<file path="config.mk">
export PLATFORM = sky130hd
export DESIGN_NAME = vpc_plane_control_bank
export DESIGN_NICKNAME = d
export VERILOG_FILES = /design/src/hdl/vpc_scratch_reg.v /design/src/hdl/vpc_plane_control_bank.v
export VERILOG_INCLUDE_DIRS = /design/src /design/src/hdl
export SDC_FILE = /design/constraint.sdc
export NUM_CORES = 1
export LEC_CHECK = 0
export BUFFER_PORTS_ARGS = -buffer_cell sky130_fd_sc_hd__buf_4
export CORE_MARGIN = 3
export CORE_UTILIZATION = 30
export CTS_BUF_LIST = sky130_fd_sc_hd__clkbuf_4
export DETAILED_ROUTE_END_ITERATION = 6
export PLACE_DENSITY = 0.55
export SYNTH_ARGS = -nofsm -noshare
export SYNTH_HDL_FRONTEND = slang
export SYNTH_HIERARCHICAL = 1
export SYNTH_SLANG_ARGS = --single-unit
export TNS_END_PERCENT = 1
</file>
<file path="constraint.sdc">
create_clock -name clk -period 2.5 [get_ports clk]
set_clock_uncertainty 0.15 [all_clocks]
set_input_delay 0.5 -clock clk [delete_from_list [all_inputs] [get_ports clk]]
set_output_delay 0.5 -clock clk [all_outputs]
set_load 0.05 [all_outputs]
</file>
<file path="src/hdl/vpc_defines.vh">
// Purpose: constants for the legacy plane control bank
// Assumes: byte addresses on a 20-bit register port
// Notes: definitions only
`ifndef VPC_DEFINES_VH
`define VPC_DEFINES_VH

// register byte offsets
`define VPC_OFS_SCRATCH0 20'h70410
`define VPC_OFS_SCRATCH1 20'h70414
`define VPC_OFS_SCRATCH2 20'h70418
`define VPC_OFS_SCRATCH3 20'h7041c
`define VPC_OFS_SCRATCH4 20'h70420
`define VPC_OFS_CONTROL 20'h71400

// reset values
`define VPC_RST_SCRATCH 32'h00000000
`define VPC_RST_CONTROL 32'h00000000

// control word field positions
`define VPC_BIT_DISP_OFF 31
`define VPC_BIT_DOUBLE 30
`define VPC_BIT_PIPE_SEL 29
`define VPC_BIT_RSVD_HI 28
`define VPC_BIT_RSVD_LO 27
`define VPC_BIT_BORDER 26
`define VPC_BIT_CENTER_HI 25
`define VPC_BIT_CENTER_LO 24
`define VPC_BIT_PAL_RD_B 23
`define VPC_BIT_PAL_WR_OFF_A 22
`define VPC_BIT_PAL_WR_OFF_B 21
`define VPC_BIT_PAL_8BIT 20
`define VPC_BIT_NINE_DOT_OFF 18
`define VPC_BIT_DUTY_HI 7
`define VPC_BIT_DUTY_LO 6
`define VPC_BIT_RATE_HI 5
`define VPC_BIT_RATE_LO 0

// centering field codes
`define VPC_CTR_NATIVE 2'h0
`define VPC_CTR_MIDDLE 2'h1
`define VPC_CTR_UPLEFT 2'h2

// blink duty codes
`define VPC_DUTY_FULL 2'h0

// palette shift in 6-bit mode
`define VPC_PAL_SHIFT 2

`endif

</file>
<file path="src/hdl/vpc_scratch_reg.v">
// Purpose: one software scratch word
// Assumes: single clock, asynchronous active-low reset
// Notes: value has no effect on hardware
`timescale 1ns/10ps
module vpc_scratch_reg #(
  parameter [31:0] RESET_VALUE = 32'h00000000
) (
  clk,
  rst_n,
  wrEn,
  wrData,
  value
);
  input wire clk;
  input wire rst_n;
  input wire wrEn;
  input wire [31:0] wrData;
  output wire [31:0] value;

  reg [31:0] word_ff;

  always @(posedge clk or negedge rst_n) begin
    if (!rst_n) begin
      word_ff <= RESET_VALUE;
    end else if (wrEn) begin
      word_ff <= wrData;
    end
  end

  assign value = word_ff;
endmodule // vpc_scratch_reg

</file>
<file path="src/hdl/vpc_plane_control_bank.v">
// Purpose: legacy plane control word and software scratch words
// Assumes: one 25 MHz clock; palette, fitter and legacy inputs on it
// Notes: register reads answer one cycle after the read strobe
`timescale 1ns/10ps
`include "vpc_defines.vh"
module vpc_plane_control_bank #(
  parameter DUAL_PIPE = 1
) (
  clk,
  rst_n,
  regAddr,
  regWrData,
  regWr,
  regRd,
  regRdData,
  pfitOnPipeA,
  pfitOnPipeB,
  ioPalWr,
  ioPalWrData,
  ioPalRd,
  palDataA,
  palDataB,
  legacyDotWidthBit,
  vsyncPulse,
  fetchReq,
  fetchAddr,
  regionBase,
  regionTop,
  displayOn,
  pipeSelB,
  pixelDouble,
  borderEnable,
  placeMode,
  timingFromLegacy,
  palWrEnA,
  palWrEnB,
  palWrData,
  palRdSelB,
  ioPalRdData,
  nineDot,
  panEmulateNine,
  cursorBlinkOn,
  textBlinkOn,
  fetchGrant,
  fetchBlocked
);
  input wire clk;
  input wire rst_n;
  input wire [19:0] regAddr;
  input wire [31:0] regWrData;
  input wire regWr;
  input wire regRd;
  output reg [31:0] regRdData;
  input wire pfitOnPipeA;
  input wire pfitOnPipeB;
  input wire ioPalWr;
  input wire [7:0] ioPalWrData;
  input wire ioPalRd;
  input wire [7:0] palDataA;
  input wire [7:0] palDataB;
  input wire legacyDotWidthBit;
  input wire vsyncPulse;
  input wire fetchReq;
  input wire [31:0] fetchAddr;
  input wire [31:0] regionBase;
  input wire [31:0] regionTop;
  output reg displayOn;
  output reg pipeSelB;
  output reg pixelDouble;
  output reg borderEnable;
  output reg [1:0] placeMode;
  output reg timingFromLegacy;
  output reg palWrEnA;
  output reg palWrEnB;
  output reg [7:0] palWrData;
  output reg palRdSelB;
  output reg [7:0] ioPalRdData;
  output reg nineDot;
  output reg panEmulateNine;
  output reg cursorBlinkOn;
  output reg textBlinkOn;
  output reg fetchGrant;
  output reg fetchBlocked;

  // ---------------- register file ----------------
  reg [31:0] ctrl_ff;
  wire [31:0] scratch0;
  wire [31:0] scratch1;
  wire [31:0] scratch2;
  wire [31:0] scratch3;
  wire [31:0] scratch4;

  wire hitCtrl = (regAddr == `VPC_OFS_CONTROL);
  wire hitS0 = (regAddr == `VPC_OFS_SCRATCH0);
  wire hitS1 = (regAddr == `VPC_OFS_SCRATCH1);
  wire hitS2 = (regAddr == `VPC_OFS_SCRATCH2);
  wire hitS3 = (regAddr == `VPC_OFS_SCRATCH3);
  wire hitS4 = (regAddr == `VPC_OFS_SCRATCH4);

  // every bit, reserved ones too, is stored so software can preserve them
  always @(posedge clk or negedge rst_n) begin
    if (!rst_n) begin
      ctrl_ff <= `VPC_RST_CONTROL;
    end else if (regWr && hitCtrl) begin
      ctrl_ff <= regWrData;
    end
  end

  vpc_scratch_reg #(.RESET_VALUE(`VPC_RST_SCRATCH)) u_scratch0 (
    .clk(clk),
    .rst_n(rst_n),
    .wrEn(regWr && hitS0),
    .wrData(regWrData),
    .value(scratch0)
  );
  vpc_scratch_reg #(.RESET_VALUE(`VPC_RST_SCRATCH)) u_scratch1 (
    .clk(clk),
    .rst_n(rst_n),
    .wrEn(regWr && hitS1),
    .wrData(regWrData),
    .value(scratch1)
  );
  vpc_scratch_reg #(.RESET_VALUE(`VPC_RST_SCRATCH)) u_scratch2 (
    .clk(clk),
    .rst_n(rst_n),
    .wrEn(regWr && hitS2),
    .wrData(regWrData),
    .value(scratch2)
  );
  vpc_scratch_reg #(.RESET_VALUE(`VPC_RST_SCRATCH)) u_scratch3 (
    .clk(clk),
    .rst_n(rst_n),
    .wrEn(regWr && hitS3),
    .wrData(regWrData),
    .value(scratch3)
  );
  vpc_scratch_reg #(.RESET_VALUE(`VPC_RST_SCRATCH)) u_scratch4 (
    .clk(clk),
    .rst_n(rst_n),
    .wrEn(regWr && hitS4),
    .wrData(regWrData),
    .value(scratch4)
  );

  // read data valid only in the cycle after the strobe; unmapped reads zero
  // misaligned addresses match no word, so they read zero as well
  reg [31:0] nxt_rdData;
  always @* begin
    nxt_rdData = 32'h00000000;
    if (regRd) begin
      case (regAddr)
        `VPC_OFS_CONTROL: begin
          nxt_rdData = ctrl_ff;
        end
        `VPC_OFS_SCRATCH0: begin
          nxt_rdData = scratch0;
        end
        `VPC_OFS_SCRATCH1: begin
          nxt_rdData = scratch1;
        end
        `VPC_OFS_SCRATCH2: begin
          nxt_rdData = scratch2;
        end
        `VPC_OFS_SCRATCH3: begin
          nxt_rdData = scratch3;
        end
        `VPC_OFS_SCRATCH4: begin
          nxt_rdData = scratch4;
        end
        default: begin
          nxt_rdData = 32'h00000000;
        end
      endcase
    end
  end

  always @(posedge clk or negedge rst_n) begin
    if (!rst_n) begin
      regRdData <= 32'h00000000;
    end else begin
      regRdData <= nxt_rdData;
    end
  end

  // ---------------- control field decode ----------------
  // derived outputs lag the stored control word by one cycle
  wire fDispOff = ctrl_ff[`VPC_BIT_DISP_OFF];
  wire fDouble = ctrl_ff[`VPC_BIT_DOUBLE];
  wire fPipeB = ctrl_ff[`VPC_BIT_PIPE_SEL];
  wire fBorder = ctrl_ff[`VPC_BIT_BORDER];
  wire [1:0] fCenter = ctrl_ff[`VPC_BIT_CENTER_HI:`VPC_BIT_CENTER_LO];
  wire fPalRdB = ctrl_ff[`VPC_BIT_PAL_RD_B];
  wire fPalWrOffA = ctrl_ff[`VPC_BIT_PAL_WR_OFF_A];
  wire fPalWrOffB = ctrl_ff[`VPC_BIT_PAL_WR_OFF_B];
  wire fPal8 = ctrl_ff[`VPC_BIT_PAL_8BIT];
  wire fNineOff = ctrl_ff[`VPC_BIT_NINE_DOT_OFF];
  wire [1:0] fDuty = ctrl_ff[`VPC_BIT_DUTY_HI:`VPC_BIT_DUTY_LO];
  wire [5:0] fRate = ctrl_ff[`VPC_BIT_RATE_HI:`VPC_BIT_RATE_LO];

  // single-pipe builds always use pipe A
  wire effPipeB = (DUAL_PIPE != 0) ? fPipeB : 1'b0;
  wire effPalRdB = (DUAL_PIPE != 0) ? fPalRdB : 1'b0;
  wire fitOnVgaPipe = effPipeB ? pfitOnPipeB : pfitOnPipeA;

  reg [1:0] nxt_place;
  always @* begin
    case (fCenter)
      `VPC_CTR_NATIVE: nxt_place = `VPC_CTR_NATIVE;
      `VPC_CTR_MIDDLE: nxt_place = `VPC_CTR_MIDDLE;
      default: nxt_place = `VPC_CTR_UPLEFT;
    endcase
    if (fitOnVgaPipe) begin
      nxt_place = `VPC_CTR_UPLEFT;
    end
  end

  always @(posedge clk or negedge rst_n) begin
    if (!rst_n) begin
      displayOn <= 1'b0;
      pipeSelB <= 1'b0;
      pixelDouble <= 1'b0;
      borderEnable <= 1'b0;
      placeMode <= `VPC_CTR_NATIVE;
      timingFromLegacy <= 1'b0;
      nineDot <= 1'b0;
      panEmulateNine <= 1'b0;
    end else begin
      displayOn <= ~fDispOff;
      pipeSelB <= effPipeB;
      pixelDouble <= fDouble;
      borderEnable <= fBorder;
      placeMode <= nxt_place;
      timingFromLegacy <= (nxt_place == `VPC_CTR_NATIVE);
      nineDot <= legacyDotWidthBit & ~fNineOff;
      panEmulateNine <= fNineOff & ~legacyDotWidthBit;
    end
  end

  // ---------------- legacy palette port ----------------
  // write enables are one-cycle pulses; captured data holds until next access
  wire [7:0] rdSel = effPalRdB ? palDataB : palDataA;

  always @(posedge clk or negedge rst_n) begin
    if (!rst_n) begin
      palWrEnA <= 1'b0;
      palWrEnB <= 1'b0;
      palWrData <= 8'h00;
      palRdSelB <= 1'b0;
      ioPalRdData <= 8'h00;
    end else begin
      palWrEnA <= ioPalWr & ~fPalWrOffA;
      palWrEnB <= ioPalWr & ~fPalWrOffB & (DUAL_PIPE != 0);
      palRdSelB <= effPalRdB;
      if (ioPalWr) begin
        palWrData <= fPal8 ? ioPalWrData : (ioPalWrData << `VPC_PAL_SHIFT);
      end
      if (ioPalRd) begin
        ioPalRdData <= fPal8 ? rdSel : (rdSel >> `VPC_PAL_SHIFT);
      end
    end
  end

  // ---------------- blink generation ----------------
  // one quarter of the text cycle is rate+1 vsyncs; cursor toggles each quarter
  reg [5:0] vsCount_ff;
  reg [1:0] quarter_ff;
  wire quarterEnd = vsyncPulse && (vsCount_ff >= fRate);

  always @(posedge clk or negedge rst_n) begin
    if (!rst_n) begin
      vsCount_ff <= 6'h00;
      quarter_ff <= 2'h0;
    end else if (vsyncPulse) begin
      if (quarterEnd) begin
        vsCount_ff <= 6'h00;
        quarter_ff <= quarter_ff + 2'h1;
      end else begin
        vsCount_ff <= vsCount_ff + 6'h01;
      end
    end
  end

  // cursor: on during even quarters, so its period is 2*(rate+1) vsyncs
  wire cursorPhase = ~quarter_ff[0];
  reg nxt_text;
  always @* begin
    case (fDuty)
      `VPC_DUTY_FULL: begin
        nxt_text = cursorPhase;
      end
      default: begin
        nxt_text = (quarter_ff < fDuty);
      end
    endcase
  end

  always @(posedge clk or negedge rst_n) begin
    if (!rst_n) begin
      cursorBlinkOn <= 1'b0;
      textBlinkOn <= 1'b0;
    end else begin
      cursorBlinkOn <= cursorPhase;
      textBlinkOn <= nxt_text;
    end
  end

  // ---------------- fetch confinement ----------------
  // fetches outside [base, top) are refused; no 132-column mode exists
  // a grant also needs the display on, a refusal does not
  wire inRegion = (fetchAddr >= regionBase) && (fetchAddr < regionTop);

  always @(posedge clk or negedge rst_n) begin
    if (!rst_n) begin
      fetchGrant <= 1'b0;
      fetchBlocked <= 1'b0;
    end else begin
      fetchGrant <= fetchReq & inRegion & ~fDispOff;
      fetchBlocked <= fetchReq & ~inRegion;
    end
  end
endmodule // vpc_plane_control_bank

</file>
### Word level (Yosys, flattened, before mapping)

Index checks and enable logic that the tools add are counted.
W data, S select, Z words.

| word-level totals | value |
|---|---|
| bits in registers | 264 |
| bits of input ports | 183 |
| output and inout bits | 64 |

| operators by class | value |
|---|---|
| $add $sub $neg | 2 |
| order comparisons | 4 |
| eq/ne operators | 7 |
| muxes and demuxes | 10 |
| bitwise gates (word level) | 14 |
| reductions and logical operators | 12 |

Operator list:

| kind | number |
|---|---|
| $pmux W32 S6 | 1 |
| $eq A20 B19 Y1 const B | 6 |
| $ge A32 B32 Y1 | 1 |
| $lt A32 B32 Y1 | 1 |
| $mux W32 | 1 |
| $mux W8 | 3 |
| $logic_and A1 B1 Y1 | 8 |
| $and A1 B1 Y1 | 7 |
| $not A1 Y1 | 7 |
| $add A6 B1 Y6 const B | 1 |
| $ge A6 B6 Y1 | 1 |
| $logic_not A2 Y1 | 3 |
| $mux W6 | 1 |
| $pmux W2 S2 | 1 |
| $add A2 B1 Y2 const B | 1 |
| $eq A2 B1 Y1 const B | 1 |
| $lt A2 B2 Y1 | 1 |
| $mux W1 | 2 |
| $mux W2 | 1 |
| $reduce_and A2 Y1 | 1 |

### Longest topological paths before layout

Gate-level depths: netlist of run 1.

| depth | value |
|---|---|
| word-level depth | 4 |
| depth in mapped cells | 10 |
| depth with buffers taken out | 8 |

### Cells and area by module

The synthesis of run 1 kept the hierarchy.

By module, submodules not included:

| module | times used | cells each | area an instance (µm²) | sequential area each (µm²) |
|---|---|---|---|---|
| vpc_plane_control_bank | 1 | 679 | 6,906.6 | 2,602.5 |
| vpc_scratch_reg | 5 | 68 | 1,345.0 | 800.8 |

### Worst setup path after synthesis of run 1

OpenSTA, ideal clock, no wires.

| path | value |
|---|---|
| path kind | input to register |
| from | in regAddr[1] |
| to | reg u_scratch1.word_ff[0] (netlist: u_scratch1/value[0]) |
| setup time | 0.125 ns |
| arrival | 2.674 ns |
| path slack | -0.449 ns |
| stages | 10 |
| buffers on the path | 5 |
| cell sequence | or4_4 -> nor4b_2 -> and2_0 -> buf_2 -> buf_4 -> buf_2 -> and3_1 -> buf_6 -> buf_12 -> mux2_4 |

| on the way | value |
|---|---|
| cells in the longest elaborated chain, start to end | 2 |

RTL lines:

| item | line | RTL |
|---|---|---|
| start: declaration | vpc_plane_control_bank.v:49 | `input wire [19:0] regAddr;` |
| $eq A20 B19 Y1 | -- |  |
| $logic_and A1 B1 Y1 | vpc_plane_control_bank.v:119 | `.wrEn(regWr && hitS1),` |
| end signal: assignment | vpc_scratch_reg.v:26 | `word_ff <= wrData;` |
| end: declaration | vpc_scratch_reg.v:20 | `reg [31:0] word_ff;` |

Every way passes these cells.
A chain may end at the register's enable or synchronous reset.

### Final worst setup path of run 1

| path | value |
|---|---|
| from | reg ctrl_ff[20] |
| to | reg palWrData[1] |

| on the way | value |
|---|---|
| cells in the longest elaborated chain, start to end | 1 |

RTL lines:

| item | line | RTL |
|---|---|---|
| start: declaration | vpc_plane_control_bank.v:86 | `reg [31:0] ctrl_ff;` |
| start signal: assignment | vpc_plane_control_bank.v:103 | `` ctrl_ff <= `VPC_RST_CONTROL; `` |
| start signal: assignment | vpc_plane_control_bank.v:105 | `ctrl_ff <= regWrData;` |
| $mux W8 | vpc_plane_control_bank.v:255 | `` palWrData <= fPal8 ? ioPalWrData : (ioPalWrData << `VPC_PAL_SHIFT); `` |
| end signal: assignment | vpc_plane_control_bank.v:255 |  |
| end: declaration | vpc_plane_control_bank.v:75 | `output reg [7:0] palWrData;` |

Every way passes these cells.

==> flow_metrics.env, run 1 <==
export IMPL_yosysSeqAreaShare_pct=48.5
export IMPL_dp_hpwl_um=26700
export IMPL_dieWidth_um=219
export IMPL_ff_latch_area_um2=6610
export IMPL_die_h_um=219
export IMPL_synth_enable_flop_cells=0
export IMPL_clockBufferDepth=3
export IMPL_worstSetupStartpointType="register"
export IMPL_post_route_period_util_pct=88.9
export IMPL_clkLatencyLatePin_ps=730
export IMPL_cp_data_required_time_ps=2990
export IMPL_criticalPathCategory="register to register"
export IMPL_max_cap_violations=0
export IMPL_period_needed_ps=2220
export IMPL_p_total_mw=9.69
export IMPL_yosys_warnings=6
export IMPL_cp_end_kind="register"
export IMPL_status="completed"
export IMPL_cts_setup_buffers=0
export IMPL_io_pin_count=247
export IMPL_hold_viol=0
export IMPL_num_vias=9783
export IMPL_numPortBuffers=246
export IMPL_first_iter_violations=441
export IMPL_fmax_ghz=0.450
export IMPL_use_met2_pct=26.1
export IMPL_grt_util_met1_pct=20.5
export IMPL_timing_hold_ws_ps=83.8
export IMPL_ys_types=58
export IMPL_routed_via_density=4.73
export IMPL_leakage_nw=8.86
export IMPL_grt_pass1_vias=10585
export IMPL_grt_max_degree=76
export IMPL_gp_congestion=0.872
export IMPL_drc=0
export IMPL_antenna_found_initial=4
export IMPL_synth_cells=1019
export IMPL_h_tree_depth=3
export IMPL_drtPass1Iterations=5
export IMPL_dieArea_um2=48000
export IMPL_crit_arrival_ps=2710
export IMPL_crit_fanout=21
export IMPL_async_flop_share_pct=100
export IMPL_synth_seq_cells=264
export IMPL_setup_violations=0
export IMPL_worstMarginPinSlew_ps=601
export IMPL_design_core_area_um2=44500
export IMPL_grt_use_total_pct=15.8
export IMPL_place_ws_ps=-396
export IMPL_tritoncts="done"
export IMPL_ant_nets=0
export IMPL_syn_num_nets=1273
export IMPL_rows=77
export IMPL_setup_slack_ps=277
export IMPL_cts_sinks=264
export IMPL_powerDensity_nw_per_um2=536
export IMPL_initial_core_util_pct=30.6
export IMPL_rsz0062_at_grt="no"
export IMPL_slew_headroom_pct=59.5
export IMPL_synth_avg_cell_area_um2=13.4
export IMPL_drive_above_1_share_pct=43.8
export IMPL_grtUsageMet3_pct=3.88
export IMPL_fillers=4335
export IMPL_drv_slew=0
export IMPL_overflow=0
export IMPL_grt_pass1_wl_um=59300
export IMPL_ys_flop_type="dfrtp_1"
export IMPL_vdd_drop_max_uv=362
export IMPL_clkTransAtPathRegs_ps=60
export IMPL_syn_area_um2=13600
export IMPL_top_usage_layer="met2"
export IMPL_multi_input_area_um2=6210
export IMPL_avgRoutedWirePerCell_um=18.7
export IMPL_drt_wl_total_um=38700
export IMPL_hp_class="input port to register"
export IMPL_cts_buffers=78
export IMPL_final_nets=1664
export IMPL_syn2layout_area_growth_pct=32.5
export IMPL_cts_root_buffer="clkbuf_4"
cells in the mapped netlist, types with 6 or more instances:
| master | instances | area share, % |
|---|---|---|
| a222oi_1 | 7 | 0.51 |
| o221ai_1 | 22 | 1.4 |
| o22ai_1 | 6 | 0.28 |
| a22o_1 | 17 | 1.1 |
| inv_1 | 81 | 2.2 |
| o21ai_0 | 14 | 0.51 |
| mux2_2 | 21 | 1.7 |
| nor2b_1 | 9 | 0.41 |
| nand4_1 | 12 | 0.55 |
| mux2i_1 | 15 | 1.1 |
| nand2_1 | 28 | 0.77 |
| nand3_1 | 11 | 0.40 |
| nor2_1 | 20 | 0.55 |
| buf_2 | 13 | 0.48 |
| a21o_1 | 6 | 0.33 |
| clkbuf_1 | 18 | 0.50 |
| buf_12 | 15 | 2.2 |
| dfrtp_1 | 264 | 48 |
| a22oi_1 | 71 | 3.9 |
| mux2_4 | 180 | 20 |
| buf_6 | 8 | 0.66 |
| a21oi_1 | 36 | 1.3 |
| nor3_1 | 6 | 0.22 |
| and3_1 | 6 | 0.28 |
| ha_1 | 71 | 6.5 |
path summary, 6_finish.rpt:
path / from / end / slack (ps) / cells after the start
setup / recovery: ctrl_ff[20]$_DFFE_PN0P_ / palWrData[1]$_DFFE_PN0P_ / 280 / 4
hold / removal: pfitOnPipeA / placeMode[1]$_DFF_PN0_ / 80 / 3
setup reg to reg: ctrl_ff[20]$_DFFE_PN0P_ / palWrData[1]$_DFFE_PN0P_ / 280 / 4
hold reg to reg: ctrl_ff[26]$_DFFE_PN0P_ / borderEnable$_DFF_PN0_ / 280 / 0
max in group asynchronous: rst_n / placeMode[0]$_DFF_PN0_ / 1280 / 3
min in group asynchronous: rst_n / u_scratch3/value[8]$_DFFE_PN0P_ / 90 / 2
where the power goes:
part	total (mW)	internal [mW]	switching (mW)
registers	4.36	4.33	0.0288
clock network	4.27	2.30	1.97
logic	1.06	0.477	0.579
total	9.69	7.11	2.58
cell type report:
| cell class | instances | share of cell area (%) |
|---|---|---|
| Clock buffer | 106 | 4.41 |
| Antenna cell | 2 | 0.0277 |
| Clock inverter | 38 | 1.30 |
| Multi-Input combinational cell | 618 | 34.4 |
| Tap cell | 592 | 4.10 |
| Timing Repair Buffer | 367 | 17.5 |
| Inverter | 81 | 1.68 |
| Sequential cell | 264 | 36.6 |
state kept, by name, indices dropped and copies added (netlist names), 2 cells and up:
name,cells
u_scratch2/value,32
ioPalRdData,8
ctrl_ff,32
u_scratch4/value,32
regRdData,32
u_scratch0/value,32
quarter_ff,2
u_scratch3/value,32
palWrData,8
vsCount_ff,6
placeMode,2
u_scratch1/value,32
cell families (layout without fill, tap and decap cells):
family          Yosys count  after routing  synth area share (%)
compound gates          208            208                  11.1
xor+xnor                  4              4                 0.257
fa+ha+maj                71             71                  6.52
buf+inv                 137            592                  6.18
flops                   264            264                  48.5
mux                     216            216                  22.7
other cells               0              2                     0
simple gates            119            119                  4.83
routing by layer:
| metal | wire length (um) | vias up |
|---|---|---|
| met5 | 24 | - |
| met4 | 743 | 4 |
| met3 | 2350 | 60 |
| met2 | 18300 | 278 |
| met1 | 17300 | 4875 |
| li1 | - | 4566 |
per-stage QoR:
| stage | util (%) | cells | instance area [um2] | TNS [ps] |
|---|---|---|---|---|
| 3_3_place_gp | 36.9 | 1864 | 16400 | -67300 |
| 4_1_cts | 40.6 | 2066 | 18100 | 0 |
| 5_1_grt | 40.6 | 2067 | 18100 | 0 |
| 6_report | 40.6 | 2068 | 18100 | 0 |
| 3_5_place_dp | 36.9 | 1864 | 16400 | -68150 |
| 2_1_floorplan | - | 1019 | 13600 | -52990 |
critical path, stage by stage, from the launching register on:
cell and delay [ps]:
dfrtp_2 650, nand3_1 130, dlygate4sd3_1 580, o21ai_0 80
dlygate4sd3_1 570
cells in the final DEF, fill, tap and decap left out, types with 26 or more instances in the layout:
cell type / Yosys / layout
nand2_1: 28 / 28
dfrtp_1: 264 / 263
mux2_4: 180 / 180
clkbuf_4: 0 / 106
dlygate4sd3_1: 0 / 58
buf_4: 2 / 288
clkinv_1: 0 / 26
inv_1: 81 / 81
a21oi_1: 36 / 36
a22oi_1: 71 / 71
ha_1: 71 / 71
timing repair:
| action | CTS | global route |
|---|---|---|
| endpoints found under the hold margin | 498 | 0 |
| setup endpoints to repair | 0 | 2 |
| gates resized for setup | 0 | 1 |
| hold buffers | 58 | 0 |
(Power assumes the default switching activity.)
==> run 2: changes to the inputs <==
--- a/config.mk
+++ b/config.mk
@@ -7,11 +7,13 @@
 export NUM_CORES = 1
 export LEC_CHECK = 0
 export BUFFER_PORTS_ARGS = -buffer_cell sky130_fd_sc_hd__buf_4
+export CELL_PAD_IN_SITES_DETAIL_PLACEMENT = 1
+export CELL_PAD_IN_SITES_GLOBAL_PLACEMENT = 1
 export CORE_MARGIN = 3
 export CORE_UTILIZATION = 30
 export CTS_BUF_LIST = sky130_fd_sc_hd__clkbuf_4
 export DETAILED_ROUTE_END_ITERATION = 6
-export PLACE_DENSITY = 0.55
+export PLACE_DENSITY = 0.64
 export SYNTH_ARGS = -nofsm -noshare
 export SYNTH_HDL_FRONTEND = slang
 export SYNTH_HIERARCHICAL = 1
==> flow_metrics.env, run 2 (synthesized netlist as in run 1, its figures left out) <==
export IMPL_status="completed"
export IMPL_timing_hold_ws_ps=90.2
export IMPL_crit_arrival_ps=2760
export IMPL_drv_slew=0
export IMPL_cts_sinks=264
export IMPL_worstMarginPinSlew_ps=874
export IMPL_avgRoutedWirePerCell_um=19.9
export IMPL_hp_class="input port to register"
export IMPL_swShare_pct=26.1
export IMPL_die_h_um=219
export IMPL_grt_use_total_pct=17.0
export IMPL_grt_max_degree=71
export IMPL_design_core_area_um2=44500
export IMPL_drt_wl_total_um=41000
export IMPL_rsz0062_at_grt="no"
export IMPL_numPlacedInstances=1874
export IMPL_clkTransAtPathRegs_ps=60
export IMPL_num_vias=9953
export IMPL_grt_pass1_wl_um=64000
export IMPL_reg2reg_from="vsCount_ff[0]$_DFFE_PN0P_"
export IMPL_io_pin_count=247
export IMPL_setup_violations=0
export IMPL_period_needed_ps=2300
export IMPL_drc=0
export IMPL_final_nets=1666
export IMPL_ant_nets=0
export IMPL_initial_core_util_pct=30.6
export IMPL_post_route_period_util_pct=92.2
export IMPL_cts_buffers=74
export IMPL_routed_via_density=4.83
export IMPL_dieArea_um2=48000
export IMPL_place_ws_ps=-474
export IMPL_vdd_drop_max_uv=296
export IMPL_worstSetupStartpointType="input port"
export IMPL_numPortBuffers=246
export IMPL_clockPowerShare_pct=43.0
export IMPL_min_from="pfitOnPipeA"
export IMPL_cts_resized=0
export IMPL_intPower_mw=7.06
export IMPL_power_frac_seq_pct=45.7
export IMPL_dieWidth_um=219
export IMPL_cts_setup_buffers=0
export IMPL_tritoncts="done"
export IMPL_hold_viol=0
export IMPL_first_iter_violations=412
export IMPL_powerDensity_nw_per_um2=529
export IMPL_p_sw_mw=2.49
export IMPL_syn2layout_area_growth_pct=32.3
export IMPL_gp_congestion=0.810
export IMPL_worstSetupStartpoint="regAddr[1]"
export IMPL_setup_slack_ps=196
export IMPL_cts_root_buffer="clkbuf_4"
export IMPL_leakage_nw=8.88
export IMPL_dp_hpwl_um=28900
export IMPL_criticalPathCategory="input port to register"
export IMPL_drtPass1Iterations=5
export IMPL_clkLatencyLatePin_ps=700
export IMPL_drive_above_1_share_pct=44.6
export IMPL_stdcell_count=2062
export IMPL_crit_fanout=20
export IMPL_antenna_found_initial=2
export IMPL_cp_data_required_time_ps=2960
export IMPL_combPwrFrac_pct=11.3
export IMPL_cp_end_kind="register"
export IMPL_max_cap_violations=0
export IMPL_clockBufferDepth=3
export IMPL_overflow=0
export IMPL_rows=77
export IMPL_layout_common_cells="298 x buf_4, 264 x dfrtp_1, 180 x mux2_4"
export IMPL_grt_pass1_vias=11103
export IMPL_fmax_ghz=0.434
export IMPL_p_total_mw=9.55
export IMPL_mostFrequentLayoutCell="buf_4"
export IMPL_slew_headroom_pct=41.7
export IMPL_h_tree_depth=3
run 2: cell types whose count changed in the layout (fill, tap and decap cells not counted), sizes merged:
cell / before / now
buf: 309 / 319
bufinv: 3 / 2
clkbuf: 106 / 111
clkinv: 31 / 16
clkinvlp: 2 / 1
dlygate4sd3: 58 / 54
run 2: area by class of cell:
type / count / area (um2)
clock buffers: 111 / 833
multi-input cells: 618 / 6210
inverters: 81 / 304
repair buffers: 373 / 3190
well taps: 592 / 741
diodes: 2 / 5.00
fillers: 4812 / 26500
clock inverters: 21 / 138
flip-flops and latches: 264 / 6610
run 2: worst paths after layout:
check / to / slack (ps) / cells after the start
hold / removal: placeMode[1]$_DFF_PN0_ / 90 / 3
setup / recovery: regRdData[16]$_DFF_PN0_ / 200 / 8
min in group asynchronous: u_scratch0/value[3]$_DFFE_PN0P_ / 140 / 2
setup reg to reg: quarter_ff[0]$_DFFE_PN0P_ / 300 / 8
max in group asynchronous: ctrl_ff[23]$_DFFE_PN0P_ / 1310 / 3
hold reg to reg: borderEnable$_DFF_PN0_ / 270 / 0
run 2: power groups by stage:
stage / Clock, mW / Sequential, mW / Combinational, mW
after floorplan: 0 / 4.59 / 0.279
after global placement: 0 / 4.44 / 0.998
after detailed placement: 0 / 4.44 / 1.02
after CTS: 4.30 / 4.36 / 1.10
after global routing: 4.53 / 4.36 / 1.19
final: 4.11 / 4.36 / 1.08
run 2: worst max-delay path, stage by stage:
cell      delay [ps]
buf_4            110
or4_4            570
nor4b_4          350
and2_2           260
buf_4            310
a222oi_1         140
a21boi_0         340
buf_4            170
run 2: stage by stage:
stage	cell area (um2)	utilization (%)	TNS (ps)
final	18000	40.5	0
after global routing	18000	40.5	0
after CTS	18000	40.5	0
after detailed placement	16500	37.1	-72590
after global placement	16500	37.1	-69210
after floorplan	13600	-	-52990
run 2: repair_timing:
action,CTS,global route
endpoints found under the setup margin,0,0
hold buffers,54,0
hold endpoints to repair,486,0
run 2: per-layer routing:
layer	vias up	global-route usage (%)	share of wire [%]
met2	280	29.3	49
li1	4569	-	-
met3	57	3.54	5.3
met4	0	5.16	1.8
met1	5047	21.5	43
met5	-	0	0
